### src/pgc_consts.vh
// register map, field positions and sizes for the packet generator / crc checker
`ifndef PGC_CONSTS_VH
`define PGC_CONSTS_VH
// register indices as printed; byte address is four times the index
`define PGC_IDX_GEN_CTRL 8'h10
`define PGC_IDX_COUNTERS 8'h11
`define PGC_IDX_CHK_CTRL 8'h12
`define PGC_ADDR_GEN_CTRL 12'h040
`define PGC_ADDR_COUNTERS 12'h044
`define PGC_ADDR_CHK_CTRL 12'h048
// generator control fields
`define PGC_F_BURST_HI 15
`define PGC_F_BURST_LO 8
`define PGC_F_TRIG 7
`define PGC_F_SELFCLR 6
`define PGC_F_CHK_EN 4
`define PGC_F_GEN_EN 3
`define PGC_F_PATTERN 2
`define PGC_F_LONG 1
`define PGC_F_ERR 0
// checker control fields
`define PGC_F_CNT_RST 4
`define PGC_F_STUB 3
// reset values
`define PGC_RST_GEN_CTRL 16'h0000
`define PGC_RST_CHK_CTRL 16'h0000
// frame lengths in bytes, fixed payload bytes, lfsr seed, crc constants and fcs error mask
`define PGC_LEN_SHORT 11'h040
`define PGC_LEN_LONG 11'h5EE
`define PGC_PAT_A 8'h5A
`define PGC_PAT_B 8'hA5
`define PGC_LFSR_SEED 16'hACE1
`define PGC_CRC_INIT 32'hFFFF_FFFF
`define PGC_CRC_POLY 32'hEDB8_8320
`define PGC_CRC_RESIDUE 32'hDEBB_20E3
`define PGC_ERR_BYTE 8'hFE
`endif

### src/pgc_top.v
// per-port packet generator and crc checker with apb register access
//
// Chosen here: the APB slave port.
`include "pgc_consts.vh"
`timescale 1ns/1ps
`default_nettype none
module pgc_top #(
  parameter FIFO_DEPTH = 16,
  parameter FIFO_AW = 4
) (
  input wire ref_clk, // 125 MHz clock
  input wire reset, // sync reset, active high
  input wire psel, // apb select
  input wire penable, // apb access phase
  input wire pwrite, // apb direction
  input wire [11:0] paddr, // apb byte address
  input wire [31:0] pwdata, // apb write data
  output reg [31:0] prdata, // apb read data
  output reg pready, // apb ready
  output reg pslverr, // apb error on unmapped address
  output reg [7:0] tx_data, // generated byte to copper side
  output reg tx_en, // byte valid
  output reg tx_er, // symbol error marker
  output reg tx_last, // final byte of frame
  input wire tx_ready, // copper side takes byte
  input wire [7:0] rx_data, // received byte
  input wire rx_dv, // received byte valid
  input wire rx_last, // received final byte
  output reg stub_test // port in stub test
);
  // =====================================
  // registers
  reg [15:0] gen_ctrl_r;
  reg [15:0] chk_ctrl_r;
  reg [7:0] pkt_cnt_r;
  reg [7:0] crc_err_cnt_r;
  reg busy_r;
  reg [7:0] sent_r;
  reg [10:0] byte_r;
  reg [15:0] lfsr_r;
  reg [31:0] tx_crc_r;
  reg [1:0] tx_fcs_r;
  reg pat_sel_r;
  reg [31:0] rx_crc_r;
  reg [7:0] rxd_r;
  reg rxv_r;
  reg rxl_r;
  reg stop_r;
  wire [7:0] burst;
  wire gen_on;
  wire continuous;
  wire trig_rd;
  wire setup_ok;
  wire wr_gen;
  wire wr_chk;
  wire mapped;
  wire [10:0] frame_len;
  wire fifo_in_ready;
  wire fifo_out_valid;
  wire [9:0] fifo_out;
  reg [9:0] gen_word;
  reg [7:0] gen_byte;
  wire gen_push;
  wire frame_end;
  wire [31:0] tx_crc_nxt;
  wire [31:0] rx_crc_nxt;
  // crc-32 reflected, one byte per step
  function [31:0] crc_step;
    input [31:0] c;
    input [7:0] d;
    reg [31:0] t;
    integer k;
    begin
      t = c ^ {24'h00_0000, d};
      for (k = 0; k < 8; k = k + 1) begin
        t = t[0] ? ((t >> 1) ^ `PGC_CRC_POLY) : (t >> 1);
      end
      crc_step = t;
    end
  endfunction
  // =====================================
  // field decode
  assign burst = gen_ctrl_r[`PGC_F_BURST_HI:`PGC_F_BURST_LO];
  assign gen_on = gen_ctrl_r[`PGC_F_GEN_EN];
  assign continuous = (burst == 8'h00);
  // trigger reads done whenever not busy; a retrigger needs self-clear, enable and a nonzero burst
  assign setup_ok = gen_ctrl_r[`PGC_F_SELFCLR] && gen_on && !continuous;
  assign trig_rd = !busy_r;
  assign frame_len = gen_ctrl_r[`PGC_F_LONG] ? `PGC_LEN_LONG : `PGC_LEN_SHORT;
  assign mapped = (paddr == `PGC_ADDR_GEN_CTRL) || (paddr == `PGC_ADDR_COUNTERS) ||
                  (paddr == `PGC_ADDR_CHK_CTRL);
  assign wr_gen = psel && penable && pready && pwrite && (paddr == `PGC_ADDR_GEN_CTRL);
  assign wr_chk = psel && penable && pready && pwrite && (paddr == `PGC_ADDR_CHK_CTRL);
  // =====================================
  // apb slave: one wait state, answer at second access edge
  always @(posedge ref_clk) begin
    if (reset) begin
      pready <= 1'b0;
      pslverr <= 1'b0;
      prdata <= 32'h0000_0000;
    end else if (psel && penable && !pready) begin
      pready <= 1'b1;
      pslverr <= !mapped;
      prdata <= 32'h0000_0000;
      if (!pwrite) begin
        case (paddr)
          `PGC_ADDR_GEN_CTRL: prdata <= {16'h0000, gen_ctrl_r[15:8], trig_rd,
                                          gen_ctrl_r[6:0]};
          `PGC_ADDR_COUNTERS: prdata <= {16'h0000, pkt_cnt_r, crc_err_cnt_r};
          `PGC_ADDR_CHK_CTRL: prdata <= {16'h0000, chk_ctrl_r};
          default: prdata <= 32'h0000_0000;
        endcase
      end
    end else begin
      pready <= 1'b0;
      pslverr <= 1'b0;
    end
  end
  // =====================================
  // control registers and burst sequencing
  // a stop or a burst end waits for the last byte, so the link never sees a cut frame
  always @(posedge ref_clk) begin
    if (reset) begin
      gen_ctrl_r <= `PGC_RST_GEN_CTRL;
      chk_ctrl_r <= `PGC_RST_CHK_CTRL;
      busy_r <= 1'b0;
      stop_r <= 1'b0;
      stub_test <= 1'b0;
    end else begin
      stub_test <= chk_ctrl_r[`PGC_F_STUB];
      if (wr_chk) begin
        chk_ctrl_r <= {pwdata[15:5], 1'b0, pwdata[3:0]}; // reset bit self-clears
      end
      if (busy_r && frame_end && (stop_r || (!continuous && (sent_r + 8'h01 == burst)))) begin
        busy_r <= 1'b0; // last frame of burst out
        stop_r <= 1'b0;
        if (!gen_ctrl_r[`PGC_F_SELFCLR]) begin
          gen_ctrl_r[`PGC_F_GEN_EN] <= 1'b0; // self-clear back to normal
        end
      end
      // the write comes last so it wins over a burst end in the same cycle
      if (wr_gen) begin
        // trigger bit is not stored; it is the inverse of busy
        gen_ctrl_r <= {pwdata[15:8], 1'b0, pwdata[6:0]};
        // enable rising from 0, or a 0 trigger write while done in set-up burst mode, starts a run
        if (pwdata[`PGC_F_GEN_EN] && !gen_on) begin
          busy_r <= 1'b1;
          stop_r <= 1'b0;
        end else if (!pwdata[`PGC_F_GEN_EN]) begin
          stop_r <= busy_r; // finish the frame in flight, then stop
        end else if (trig_rd && !pwdata[`PGC_F_TRIG] && setup_ok) begin
          busy_r <= 1'b1; // retrigger on write of 0 while done
          stop_r <= 1'b0;
        end
        // writes while busy leave the trigger alone
      end
    end
  end
  // =====================================
  // frame builder: payload then four fcs bytes
  assign tx_crc_nxt = crc_step(tx_crc_r, gen_byte);
  assign gen_push = busy_r && fifo_in_ready;
  assign frame_end = gen_push && (byte_r == frame_len - 11'h001);
  always @* begin
    gen_byte = pat_sel_r ? `PGC_PAT_B : `PGC_PAT_A;
    if (!gen_ctrl_r[`PGC_F_PATTERN]) begin
      gen_byte = lfsr_r[7:0];
    end
    gen_word = {1'b0, 1'b0, gen_byte};
    // last four bytes carry the inverted crc, low byte first
    if (byte_r >= frame_len - 11'h004) begin
      gen_word = {1'b0, 1'b0, ~tx_crc_r[7:0]};
      // corrupt fcs and flag a symbol error on errored frames
      if (gen_ctrl_r[`PGC_F_ERR]) begin
        gen_word = {1'b0, 1'b1, ~tx_crc_r[7:0] ^ `PGC_ERR_BYTE};
      end
    end
    if (frame_end) begin
      gen_word[9] = 1'b1;
    end
  end
  // byte counter, lfsr, pattern toggle and running crc
  always @(posedge ref_clk) begin
    if (reset || !busy_r) begin
      byte_r <= 11'h000;
      lfsr_r <= `PGC_LFSR_SEED;
      pat_sel_r <= 1'b0;
      tx_crc_r <= `PGC_CRC_INIT;
      if (reset || (wr_gen && busy_r == 1'b0)) begin
        sent_r <= 8'h00;
      end
    end else if (gen_push) begin
      pat_sel_r <= !pat_sel_r;
      lfsr_r <= {lfsr_r[14:0], lfsr_r[15] ^ lfsr_r[13] ^ lfsr_r[12] ^ lfsr_r[10]};
      if (byte_r >= frame_len - 11'h004) begin
        tx_crc_r <= {8'h00, tx_crc_r[31:8]}; // shift fcs bytes out
      end else begin
        tx_crc_r <= tx_crc_nxt;
      end
      if (frame_end) begin
        byte_r <= 11'h000;
        tx_crc_r <= `PGC_CRC_INIT;
        pat_sel_r <= 1'b0;
        sent_r <= sent_r + 8'h01;
      end else begin
        byte_r <= byte_r + 11'h001;
      end
    end
  end
  // =====================================
  // transmit fifo, drained by the copper side
  pgc_fifo #(
    .WIDTH(10),
    .DEPTH(FIFO_DEPTH),
    .AW(FIFO_AW)
  ) u_fifo (
    .clk(ref_clk),
    .rst(reset),
    .in_data(gen_word),
    .in_valid(gen_push),
    .in_ready(fifo_in_ready),
    .out_data(fifo_out),
    .out_valid(fifo_out_valid),
    .out_ready(tx_ready && !(tx_en && !tx_ready))
  );
  // output stage registers, one byte per accepted handshake
  always @(posedge ref_clk) begin
    if (reset) begin
      tx_data <= 8'h00;
      tx_en <= 1'b0;
      tx_er <= 1'b0;
      tx_last <= 1'b0;
    end else if (!tx_en || tx_ready) begin
      tx_en <= fifo_out_valid && tx_ready;
      tx_data <= fifo_out[7:0];
      tx_er <= fifo_out_valid && tx_ready && fifo_out[8];
      tx_last <= fifo_out_valid && tx_ready && fifo_out[9];
    end
  end
  // =====================================
  // receive checker; rx pins pass two flops first
  reg [7:0] rxd_m;
  reg rxv_m;
  reg rxl_m;
  assign rx_crc_nxt = crc_step(rx_crc_r, rxd_r);
  always @(posedge ref_clk) begin
    if (reset) begin
      rxd_m <= 8'h00;
      rxv_m <= 1'b0;
      rxl_m <= 1'b0;
      rxd_r <= 8'h00;
      rxv_r <= 1'b0;
      rxl_r <= 1'b0;
    end else begin
      rxd_m <= rx_data;
      rxv_m <= rx_dv;
      rxl_m <= rx_last;
      rxd_r <= rxd_m;
      rxv_r <= rxv_m;
      rxl_r <= rxl_m;
    end
  end
  // counters saturate at ff; counter reset wins over a count
  always @(posedge ref_clk) begin
    if (reset || (wr_chk && pwdata[`PGC_F_CNT_RST])) begin
      pkt_cnt_r <= 8'h00;
      crc_err_cnt_r <= 8'h00;
      rx_crc_r <= `PGC_CRC_INIT;
    end else if (rxv_r && gen_ctrl_r[`PGC_F_CHK_EN]) begin
      rx_crc_r <= rx_crc_nxt;
      if (rxl_r) begin
        rx_crc_r <= `PGC_CRC_INIT;
        if (pkt_cnt_r != 8'hFF) begin
          pkt_cnt_r <= pkt_cnt_r + 8'h01;
        end
        if ((rx_crc_nxt != `PGC_CRC_RESIDUE) && (crc_err_cnt_r != 8'hFF)) begin
          crc_err_cnt_r <= crc_err_cnt_r + 8'h01;
        end
      end
    end
  end
endmodule
`default_nettype wire

### src/pgc_fifo.v
// small synchronous fifo with valid/ready on both sides
`timescale 1ns/1ps
`default_nettype none
module pgc_fifo #(
  parameter WIDTH = 10,
  parameter DEPTH = 16,
  parameter AW = 4
) (
  input wire clk, // clock
  input wire rst, // sync reset, active high
  input wire [WIDTH-1:0] in_data, // write data
  input wire in_valid, // write request
  output wire in_ready, // not full
  output wire [WIDTH-1:0] out_data, // head word
  output wire out_valid, // not empty
  input wire out_ready // consumer takes head
);
  reg [WIDTH-1:0] mem_r [0:DEPTH-1];
  reg [AW-1:0] wp_r;
  reg [AW-1:0] rp_r;
  reg [AW:0] cnt_r;
  wire push;
  wire pop;
  // =====================================
  // flags
  assign in_ready = (cnt_r != DEPTH[AW:0]);
  assign out_valid = (cnt_r != {(AW+1){1'b0}});
  assign out_data = mem_r[rp_r];
  assign push = in_valid && in_ready;
  assign pop = out_valid && out_ready;
  // pointers wrap, so depth should be a power of two
  always @(posedge clk) begin
    if (rst) begin
      wp_r <= {AW{1'b0}};
      rp_r <= {AW{1'b0}};
      cnt_r <= {(AW+1){1'b0}};
    end else begin
      if (push) begin
        wp_r <= wp_r + 1'b1;
      end
      if (pop) begin
        rp_r <= rp_r + 1'b1;
      end
      if (push && !pop) begin
        cnt_r <= cnt_r + 1'b1;
      end else if (pop && !push) begin
        cnt_r <= cnt_r - 1'b1;
      end
    end
  end
  // storage, no reset needed
  always @(posedge clk) begin
    if (push) begin
      mem_r[wp_r] <= in_data;
    end
  end
endmodule
`default_nettype wire

### config.mk
export PLATFORM = sky130hd
export DESIGN_NAME = pgc_top
export DESIGN_NICKNAME = d
export VERILOG_FILES = /design/src/pgc_top.v /design/src/pgc_fifo.v
export VERILOG_INCLUDE_DIRS = /design/src /design/src/src
export SDC_FILE = /design/constraint.sdc
export NUM_CORES = 1
export LEC_CHECK = 0
export BUFFER_PORTS_ARGS = -buffer_cell sky130_fd_sc_hd__buf_2
export CORE_MARGIN = 2
export CORE_UTILIZATION = 45
export DETAILED_ROUTE_END_ITERATION = 16
export HOLD_SLACK_MARGIN = 0.03
export PLACE_DENSITY = 0.72
export SLEW_MARGIN = 20
export SYNTH_ARGS = -nofsm -noshare
export SYNTH_HDL_FRONTEND = slang
export SYNTH_SLANG_ARGS = --single-unit
export TNS_END_PERCENT = 50
### constraint.sdc
create_clock -name ref_clk -period 5.7 [get_ports ref_clk]
set_input_delay 0.57 -clock ref_clk [delete_from_list [all_inputs] [get_ports ref_clk]]
set_output_delay 0.57 -clock ref_clk [all_outputs]
set_load 0.02 [all_outputs]
# == Word-level counts from Yosys, hierarchy flattened ==
# Memories as Yosys holds them, arrays and structs flattened. A register that Yosys moved wholly into a read port is not among the register bits.
# Index checks and enable logic that the tools add are counted.
# op_classes
div_mod_pow,0
n_shift,0
n_reduce_logical,59
add_sub_neg,10
bitwise,25
n_eq_ne,11
muxes,53
multipliers,0
order_cmp,1
# ops
operator,n
$mux 32,20
$not 13->14,16
$xor 32x8->32,2
$mux 8,6
$pmux 16 s3,1
$eq 12x7->1 const B,3
$ne 32x32->1 const B,1
$logic_and 1x1->1,29
$add 8x1->8 const B,3
$mux 11,2
$mux 9,2
$mux 1,17
$ne 8x8->1 const B,2
$logic_not 1->1,12
$mux 4,3
$add 11x1->11 const B,1
$eq 11x11->1,1
$ge 11x11->1,1
$sub 11x1->11 const B,1
$sub 11x3->11 const B,1
$mux 5,2
$reduce_and 3->1,3
$add 4x1->4 const B,2
$eq 8x8->1,1
other kinds (14),27
# word_totals
latchBits,0
input_bits,60
word_cells,190
ramBits,160
mem_bits_ro,0
memories,1
out_inout_bits,46
register_bits,227
# mem_list
name,words,word_bits,read_ports,rd_clocked_by_memory_dff,write_ports,line,text
u_fifo.mem_r,16,10,1,1,1,pgc_fifo.v:18,reg [WIDTH-1:0] mem_r [0:DEPTH-1];

# == Logic depth before layout (Yosys ltp) ==
# Gate-level depths: netlist of the first run.
# logic_depth
ltp_word,21
depth_mapped,14
ltp_nobuf,13

# == Hierarchy ==
# From an unflattened synthesis of the first run, not the netlist that was laid out.
# hier_totals
hier_cells,1560
hier_area_um2,17459.2
# by_module_without_submodules
module,area_per_inst_um2,cells_per_inst,seq_area_each_um2,n_inst
pgc_top,10511.3,1201,4043.9,1
pgc_fifo,6947.9,359,5144.9,1

# == Least setup slack after synthesis of the first run ==
# No wires, ideal clock.
# synth_timing
path_kind,register -> register
from,reg gen_ctrl_r[1]
to,"mem u_fifo.mem_r[0][6], data pin"
t_required_ps,5409
path_stages_with_launch,12
setup_slack_ps,2533
path_buffers,3
setup_ps,291
period_less_slack_ps,3167
t_arrival_ps,2875
path_cell_list,dfxtp_1 -> inv_1 -> ha_1 -> a21o_1 -> a211o_1 -> a21oi_1 -> and2_1 -> clkbuf_1 -> clkbuf_1 -> buf_1 -> nor2_1 -> a21oi_1
# synth_between
elab_chain_len,4
# synth_lines
item,line,text
"start, declared",pgc_top.v:33,reg [15:0] gen_ctrl_r;
"start signal, assigned",pgc_top.v:124,gen_ctrl_r <= `PGC_RST_GEN_CTRL;
"start signal, assigned",pgc_top.v:144,"gen_ctrl_r <= {pwdata[15:8], 1'b0, pwdata[6:0]};"
$mux 11 (no line),--,
$sub 11x3->11,pgc_top.v:171,if (byte_r >= frame_len - 11'h004) begin
$ge 11x11->1,pgc_top.v:171,
$mux 9,pgc_top.v:171,
via gen_word[6],pgc_top.v:61,reg [9:0] gen_word;
"end, declared",pgc_fifo.v:18,
# The timed path passes the listed nets, and every way through them passes these cells.

# == Worst setup path after layout of the first run ==
# layout_timing
from,reg u_fifo.cnt_r[0]
to,reg u_fifo.cnt_r[4]
# layout_between
elab_chain_len,6
elab_cells_between_ends,14
cone_classes,add/sub (2); eq/ne (1); mux (2); reduce/logical (9)
# layout_lines
item,line,text
"start, declared",pgc_fifo.v:21,reg [AW:0] cnt_r;
"start signal, assigned",pgc_fifo.v:36,cnt_r <= {(AW+1){1'b0}};
"start signal, assigned",pgc_fifo.v:45,cnt_r <= cnt_r + 1'b1;
"start signal, assigned",pgc_fifo.v:47,cnt_r <= cnt_r - 1'b1;
"parallel branches: the longest is 6 deep, another holds $sub 5x1->5",--,
# Several ways; the timed one is not identified. The select of a mux whose other input is x is not followed.
# A chain may end at the register's enable or synchronous reset.

==> flow_metrics.env, run 1 <==
export IMPL_crit_arrival_ps=4500
export IMPL_start_util_pct=45.74
export IMPL_hold_ws_ps=239.4
export IMPL_async_flop_share_pct=0
export IMPL_min_period_over_period_pct=70.70
export IMPL_relSlewSlack_pct=28.20
export IMPL_synth_top_area_share_pct=30.05
export IMPL_hold_class="in -> reg"
export IMPL_wl_per_cell_um=18.32
export IMPL_diodes=0
export IMPL_fin_tns_setup_ps=0
export IMPL_ir_worst_vdd_v=0.0001665
export IMPL_ys_types=69
export IMPL_clk_pin_slew_ps=60
export IMPL_synth_compound_area_share_pct=8.504
export IMPL_synth_cell_area_mm2=0.01679
export IMPL_utilization_pct=51.39
export IMPL_dieArea_mm2=0.03887
export IMPL_post_cts_buffers=0
export IMPL_cts_tree="built"
export IMPL_cts_resized=0
export IMPL_numCtsBuffers=38
export IMPL_vias=11105
export IMPL_port_buffers=73
export IMPL_synth_xor_area_share_pct=11.37
export IMPL_multi_input_area_mm2=0.007244
export IMPL_p_leak_nw=6.834
export IMPL_drt_iter0_drc=783
export IMPL_max_cap_violations=0
export IMPL_grt_max_degree=63
export IMPL_synth_most_common_cell="dfxtp_1"
export IMPL_synth_seq_area_share_pct=54.74
export IMPL_cts_root_buf="clkbuf_16"
export IMPL_clk_path_buf_depth=3
export IMPL_setup_viol=0
export IMPL_synth_common_cells="dfxtp_1, nand2_1, edfxtp_1, xnor2_1, a21oi_1"
export IMPL_end_kind="flip-flop"
export IMPL_grt_setup_unrepaired="false"
export IMPL_yosysTopAreaCell="edfxtp_1"
export IMPL_path_max_fanout=25
export IMPL_synth_edf_count=168
export IMPL_syn_inst=1473
export IMPL_required_ps=6170
export IMPL_core_area_mm2=0.03670
export IMPL_ios=106
export IMPL_timing_fmax_ghz=0.2481
export IMPL_place_area_mm2=0.01754
export IMPL_synth_main_ff_cell="dfxtp_1"
export IMPL_final_hold_viol_count=0
export IMPL_synth_top_family_by_area="simple AND/OR/NAND/NOR gates"
export IMPL_grt_pass1_wl_um=58730
export IMPL_totalWireLength_um=37040
export IMPL_die_width_um=197.1
export IMPL_antenna_left=0
export IMPL_synthSimpleGateAreaFrac_pct=12.33
export IMPL_synth_adder_area_share_pct=1.684
export IMPL_drc=0
export IMPL_worstSetupStartpointType="flip-flop"
export IMPL_grt_usage_pct=19.12
export IMPL_clock_sinks=375
export IMPL_cts_hold_buffers=0
export IMPL_drive_above_1_share_pct=16.22
export IMPL_rows=70
export IMPL_clock_latency_ps=550
export IMPL_status="completed"
export IMPL_syn2layout_area_growth_pct=12.35
export IMPL_worst_pin_slew_ps=1075
export IMPL_power_density_mw_per_mm2=318.5
export IMPL_htreeDepth=2
export IMPL_synth_area_mux_share_pct=8.504
export IMPL_postSynthAreaPerCell_um2=11.40
export IMPL_finalNetCount=1608
export IMPL_synth_warnings=0
export IMPL_ys_top_cells_by_area="edfxtp_1, dfxtp_1, mux4_2, xnor2_1, nand2_1"
export IMPL_place_hpwl_um=24010
export IMPL_fin_crit_ps=4030
export IMPL_gp_congestion=0.8325
export IMPL_overflow=0
export IMPL_die_y_um=197.1
export IMPL_fillers=3071
export IMPL_clock_skew_ps=24.10
export IMPL_viasPerCell=5.492
export IMPL_first_pass_iters=5
export IMPL_antenna_found_initial=0
export IMPL_final_max_slew_viol_count=0
export IMPL_ys_ff_latch=375
export IMPL_seq_area_mm2=0.009190
export IMPL_final_area_mm2=0.01886
export IMPL_grt_pass1_vias=10787
export IMPL_critical_path_class="reg -> reg"
[kinds of logic (layout without fill, tap and decap cells)]
logic type                 Yosys count  in the layout
and+or+nand+nor                    453            453
DFF                                375            375
AOI/OAI and AO/OA                  240            240
xor gates and xnor gates           194            194
buffers and inverters              108            174
muxes                               80             80
adders and majority gates           22             22
other                                1             16
[through the flow]
| stage | cells | power, mW | setup WS, ps |
|---|---|---|---|
| CTS | 2022 | 6.056 | 1675 |
| global route | 2022 | 6.208 | 1321 |
| floorplan | 1488 | 3.387 | 2533 |
| global placement | 1954 | 3.504 | 1799 |
| finish | 2022 | 6.007 | 1670 |
| detailed placement | 1954 | 3.516 | 1714 |
[final timing paths]
check / start / end / slack, ps / cells past startpoint
worst max-delay path: u_fifo.cnt_r[0] / u_fifo.cnt_r[4] / 1670 / 13
worst max register to register: u_fifo.cnt_r[0] / u_fifo.cnt_r[4] / 1670 / 13
worst min register to register: rxv_m / rxv_r / 430 / 1
worst min-delay path: rx_data[0] / rxd_m[0] / 240 / 2
[critical path: stages (launching register included)]
cell     delay (ps)
dfxtp_1         350
nor4_1          460
nand2_1         580
nand2_1         220
buf_4           300
inv_1           340
ha_1            340
inv_1           160
ha_1            300
a21o_1          200
a21oi_1         170
xnor2_1          90
or3_1           310
a21oi_1         150
[sequential cells by signal, indices dropped and copies added (netlist names), 11 cells and up, named ones only]
| name | cells |
|---|---|
| u_fifo.mem_r | 160 |
| rx_crc_r | 32 |
| tx_crc_r | 32 |
| lfsr_r | 16 |
| prdata | 16 |
| chk_ctrl_r | 15 |
| gen_ctrl_r | 15 |
| byte_r | 11 |
[cell type report]
class,instances,area share [%]
flip-flops and latches,375,48.73
clock inverters,24,1.486
clock buffers,44,5.267
inverters,13,0.2587
repair buffers,93,2.746
multi-input cells,1005,38.41
well taps,468,3.105
[placed cells by master (no fill, tap or decap), types with 5 or more instances in the layout]
cell type and count:
dfxtp_1 206, nand2_1 196, edfxtp_1 168, xnor2_1 112, a21oi_1 105, nor2_1 99, buf_2 72, xor2_1 66
o21ai_0 52, mux4_2 50, clkbuf_16 38, mux2i_1 28, nand3_1 28, nor2b_1 24, ha_1 21, buf_4 21
o211ai_1 20, conb_1 16, a22oi_1 15, nand2b_1 14, inv_1 13, o22ai_1 13, and3_1 12, nand4_1 12
nor2_2 10, nor3_1 10, clkinv_2 10, nor4_1 8, or3_1 8, xnor3_1 6, a21o_1 5, a21oi_2 5
and2_1 5, o31ai_1 5, bufinv_16 5
[layer usage]
layer | share of wire, % | up-vias | GRT usage (%) | routed length, µm
li1 | - | 5299 | - | -
met1 | 44 | 5417 | 25.75 | 16140
met2 | 49 | 333 | 32.31 | 18130
met3 | 5.8 | 56 | 3.107 | 2145
met4 | 1.7 | 0 | 4.901 | 629
met5 | 0 | - | 0 | 0
[power by group]
part | internal, mW | switching (mW) | total (mW) | leakage, nW
registers | 2.82 | 0.0546 | 2.88 | 3.34
clock network | 1.49 | 1.06 | 2.55 | 0.627
logic | 0.263 | 0.313 | 0.576 | 2.87
No activity file was read; power rests on OpenSTA's default activity.
==> inputs of run 2 (changes only) <==
PLACE_DENSITY = 0.74   (was 0.72)
clock period = 3.6 ns   (was 5.7 ns; I/O delays follow)
==> flow_metrics.env, run 2 (same netlist as run 1, synthesis figures left out) <==
export IMPL_final_cell_mix="dfxtp_1, nand2_1, edfxtp_1"
export IMPL_final_common_cell="dfxtp_1"
export IMPL_hold_ws_ps=50.62
export IMPL_drc=0
export IMPL_diodes=0
export IMPL_antenna_found_initial=0
export IMPL_critical_path_class="reg -> reg"
export IMPL_regMostFlops="u_fifo.mem_r"
export IMPL_clk_path_buf_depth=3
export IMPL_final_hold_viol_count=0
export IMPL_gp_congestion=0.8687
export IMPL_die_width_um=197.1
export IMPL_crit_top_cell="a21oi_1"
export IMPL_max_cap_violations=0
export IMPL_hold_class="in -> reg"
export IMPL_worstPathCellList="nor4_1, nand2b_1, nand2_1, ha_1, inv_1, fa_1, a21o_1, a21oi_1, xnor2_1, or3_1, a21oi_1"
export IMPL_timing_fmax_ghz=0.3128
export IMPL_placed_cells=1984
export IMPL_cp_top_family="simple AND/OR/NAND/NOR gates"
export IMPL_totalWireLength_um=38120
export IMPL_relSlewSlack_pct=37.90
export IMPL_power_density_mw_per_mm2=485.1
export IMPL_finalNetCount=1645
export IMPL_report_power_total_mw=9.253
export IMPL_vias=11348
export IMPL_reg_largest_list="u_fifo.mem_r: 160 flops, rx_crc_r: 32 flops, tx_crc_r: 32 flops"
export IMPL_cp_num_buf_inv=1
export IMPL_clock_skew_ps=41.16
export IMPL_worst_pin_slew_ps=930.2
export IMPL_overflow=0
export IMPL_grt_max_degree=56
export IMPL_ios=106
export IMPL_wl_per_cell_um=18.53
export IMPL_cts_hold_buffers=7
export IMPL_htreeDepth=2
export IMPL_cts_resized=0
export IMPL_clk_pin_slew_ps=60
export IMPL_die_y_um=197.1
export IMPL_required_ps=4080
export IMPL_p_leak_nw=6.956
export IMPL_grt_setup_unrepaired="false"
export IMPL_utilization_pct=51.98
export IMPL_fin_crit_ps=3197
export IMPL_grt_usage_pct=19.64
export IMPL_min_period_over_period_pct=88.80
export IMPL_cts_root_buf="clkbuf_16"
export IMPL_crit_arrival_ps=3670
export IMPL_grt_pass1_wl_um=60060
export IMPL_grt_pass1_vias=11127
export IMPL_post_cts_buffers=0
export IMPL_first_pass_iters=5
export IMPL_fin_tns_setup_ps=0
export IMPL_status="completed"
export IMPL_ir_worst_vdd_v=0.0002511
export IMPL_place_hpwl_um=25270
export IMPL_rows=70
export IMPL_final_instance_count_excl_fill=2057
export IMPL_clock_sinks=375
export IMPL_syn2layout_area_growth_pct=13.63
export IMPL_core_area_mm2=0.03670
export IMPL_dieArea_mm2=0.03887
export IMPL_viasPerCell=5.517
export IMPL_critPathSlowestCell="nor4_1"
export IMPL_start_util_pct=45.74
export IMPL_largest_reg_flops=160
export IMPL_clock_latency_ps=580
export IMPL_numCtsBuffers=38
export IMPL_path_max_fanout=6
export IMPL_drt_iter0_drc=883
export IMPL_final_max_slew_viol_count=0
export IMPL_r2r_slack_ps=400
export IMPL_drive_above_1_share_pct=16.80
export IMPL_cts_tree="built"
export IMPL_worstSetupStartpointType="flip-flop"
export IMPL_antenna_left=0
export IMPL_setup_viol=0
export IMPL_crit_path_max_incr_delay_ps=570
export IMPL_end_kind="flip-flop"
export IMPL_port_buffers=73
run 2: cell count changes in the layout (fill, tap and decap cells not counted), moves of 3 or more:
cell	delta
buf_4	+29
bufinv_16	-4
nor2_1	+3
a21oi_1	+5
nor2_2	-3
dlygate4sd3_1	+7
clkbuf_1	+4
a21oi_2	-5
run 2: final cells by class:
cell class                 instances  area [µm²]
sequential                       375        9190
clock inverter                    16       168.9
fill                            3036       17620
clock buffer                      50        1036
inverter                          13       48.80
multi-input combinational       1005        7221
timing repair buffer             130       825.8
tap                              468       585.6
run 2: per-layer routing:
metal / global-route usage [%] / wire length (µm)
met1: 26.05 / 16240
met3: 3.142 / 2218
met4: 6.238 / 836
met5: 0 / 0
met2: 33.11 / 18820
run 2: worst paths after layout:
check	start	end	depth (start not counted)
min reg2reg	lfsr_r[11]	lfsr_r[12]	2
max reg2reg	u_fifo.cnt_r[0]	u_fifo.cnt_r[4]	11
max	u_fifo.cnt_r[0]	u_fifo.cnt_r[4]	11
min	rx_dv	rxv_m	2
run 2: worst reg2reg max path, cell delays in order (launching register included):
cell      delay, ps
dfxtp_1         360
nor4_1          570
nand2b_1        210
nand2_1         250
ha_1            230
inv_1           120
fa_1            470
a21o_1          170
a21oi_1         170
xnor2_1         100
or3_1           320
a21oi_1         150
run 2: metrics by stage:
stage,worst slack [ps],cell area (µm²)
2_1_floorplan,433.4,16840
3_3_place_gp,590.5,17770
3_5_place_dp,482.5,17800
4_1_cts,429.3,19070
5_1_grt,249.0,19080
6_report,403.0,19080
run 2: power breakdown:
group | switching, mW | internal, mW
clock network | 1.69 | 2.13
logic | 0.513 | 0.393
registers | 0.0595 | 4.47
total | 2.26 | 6.99
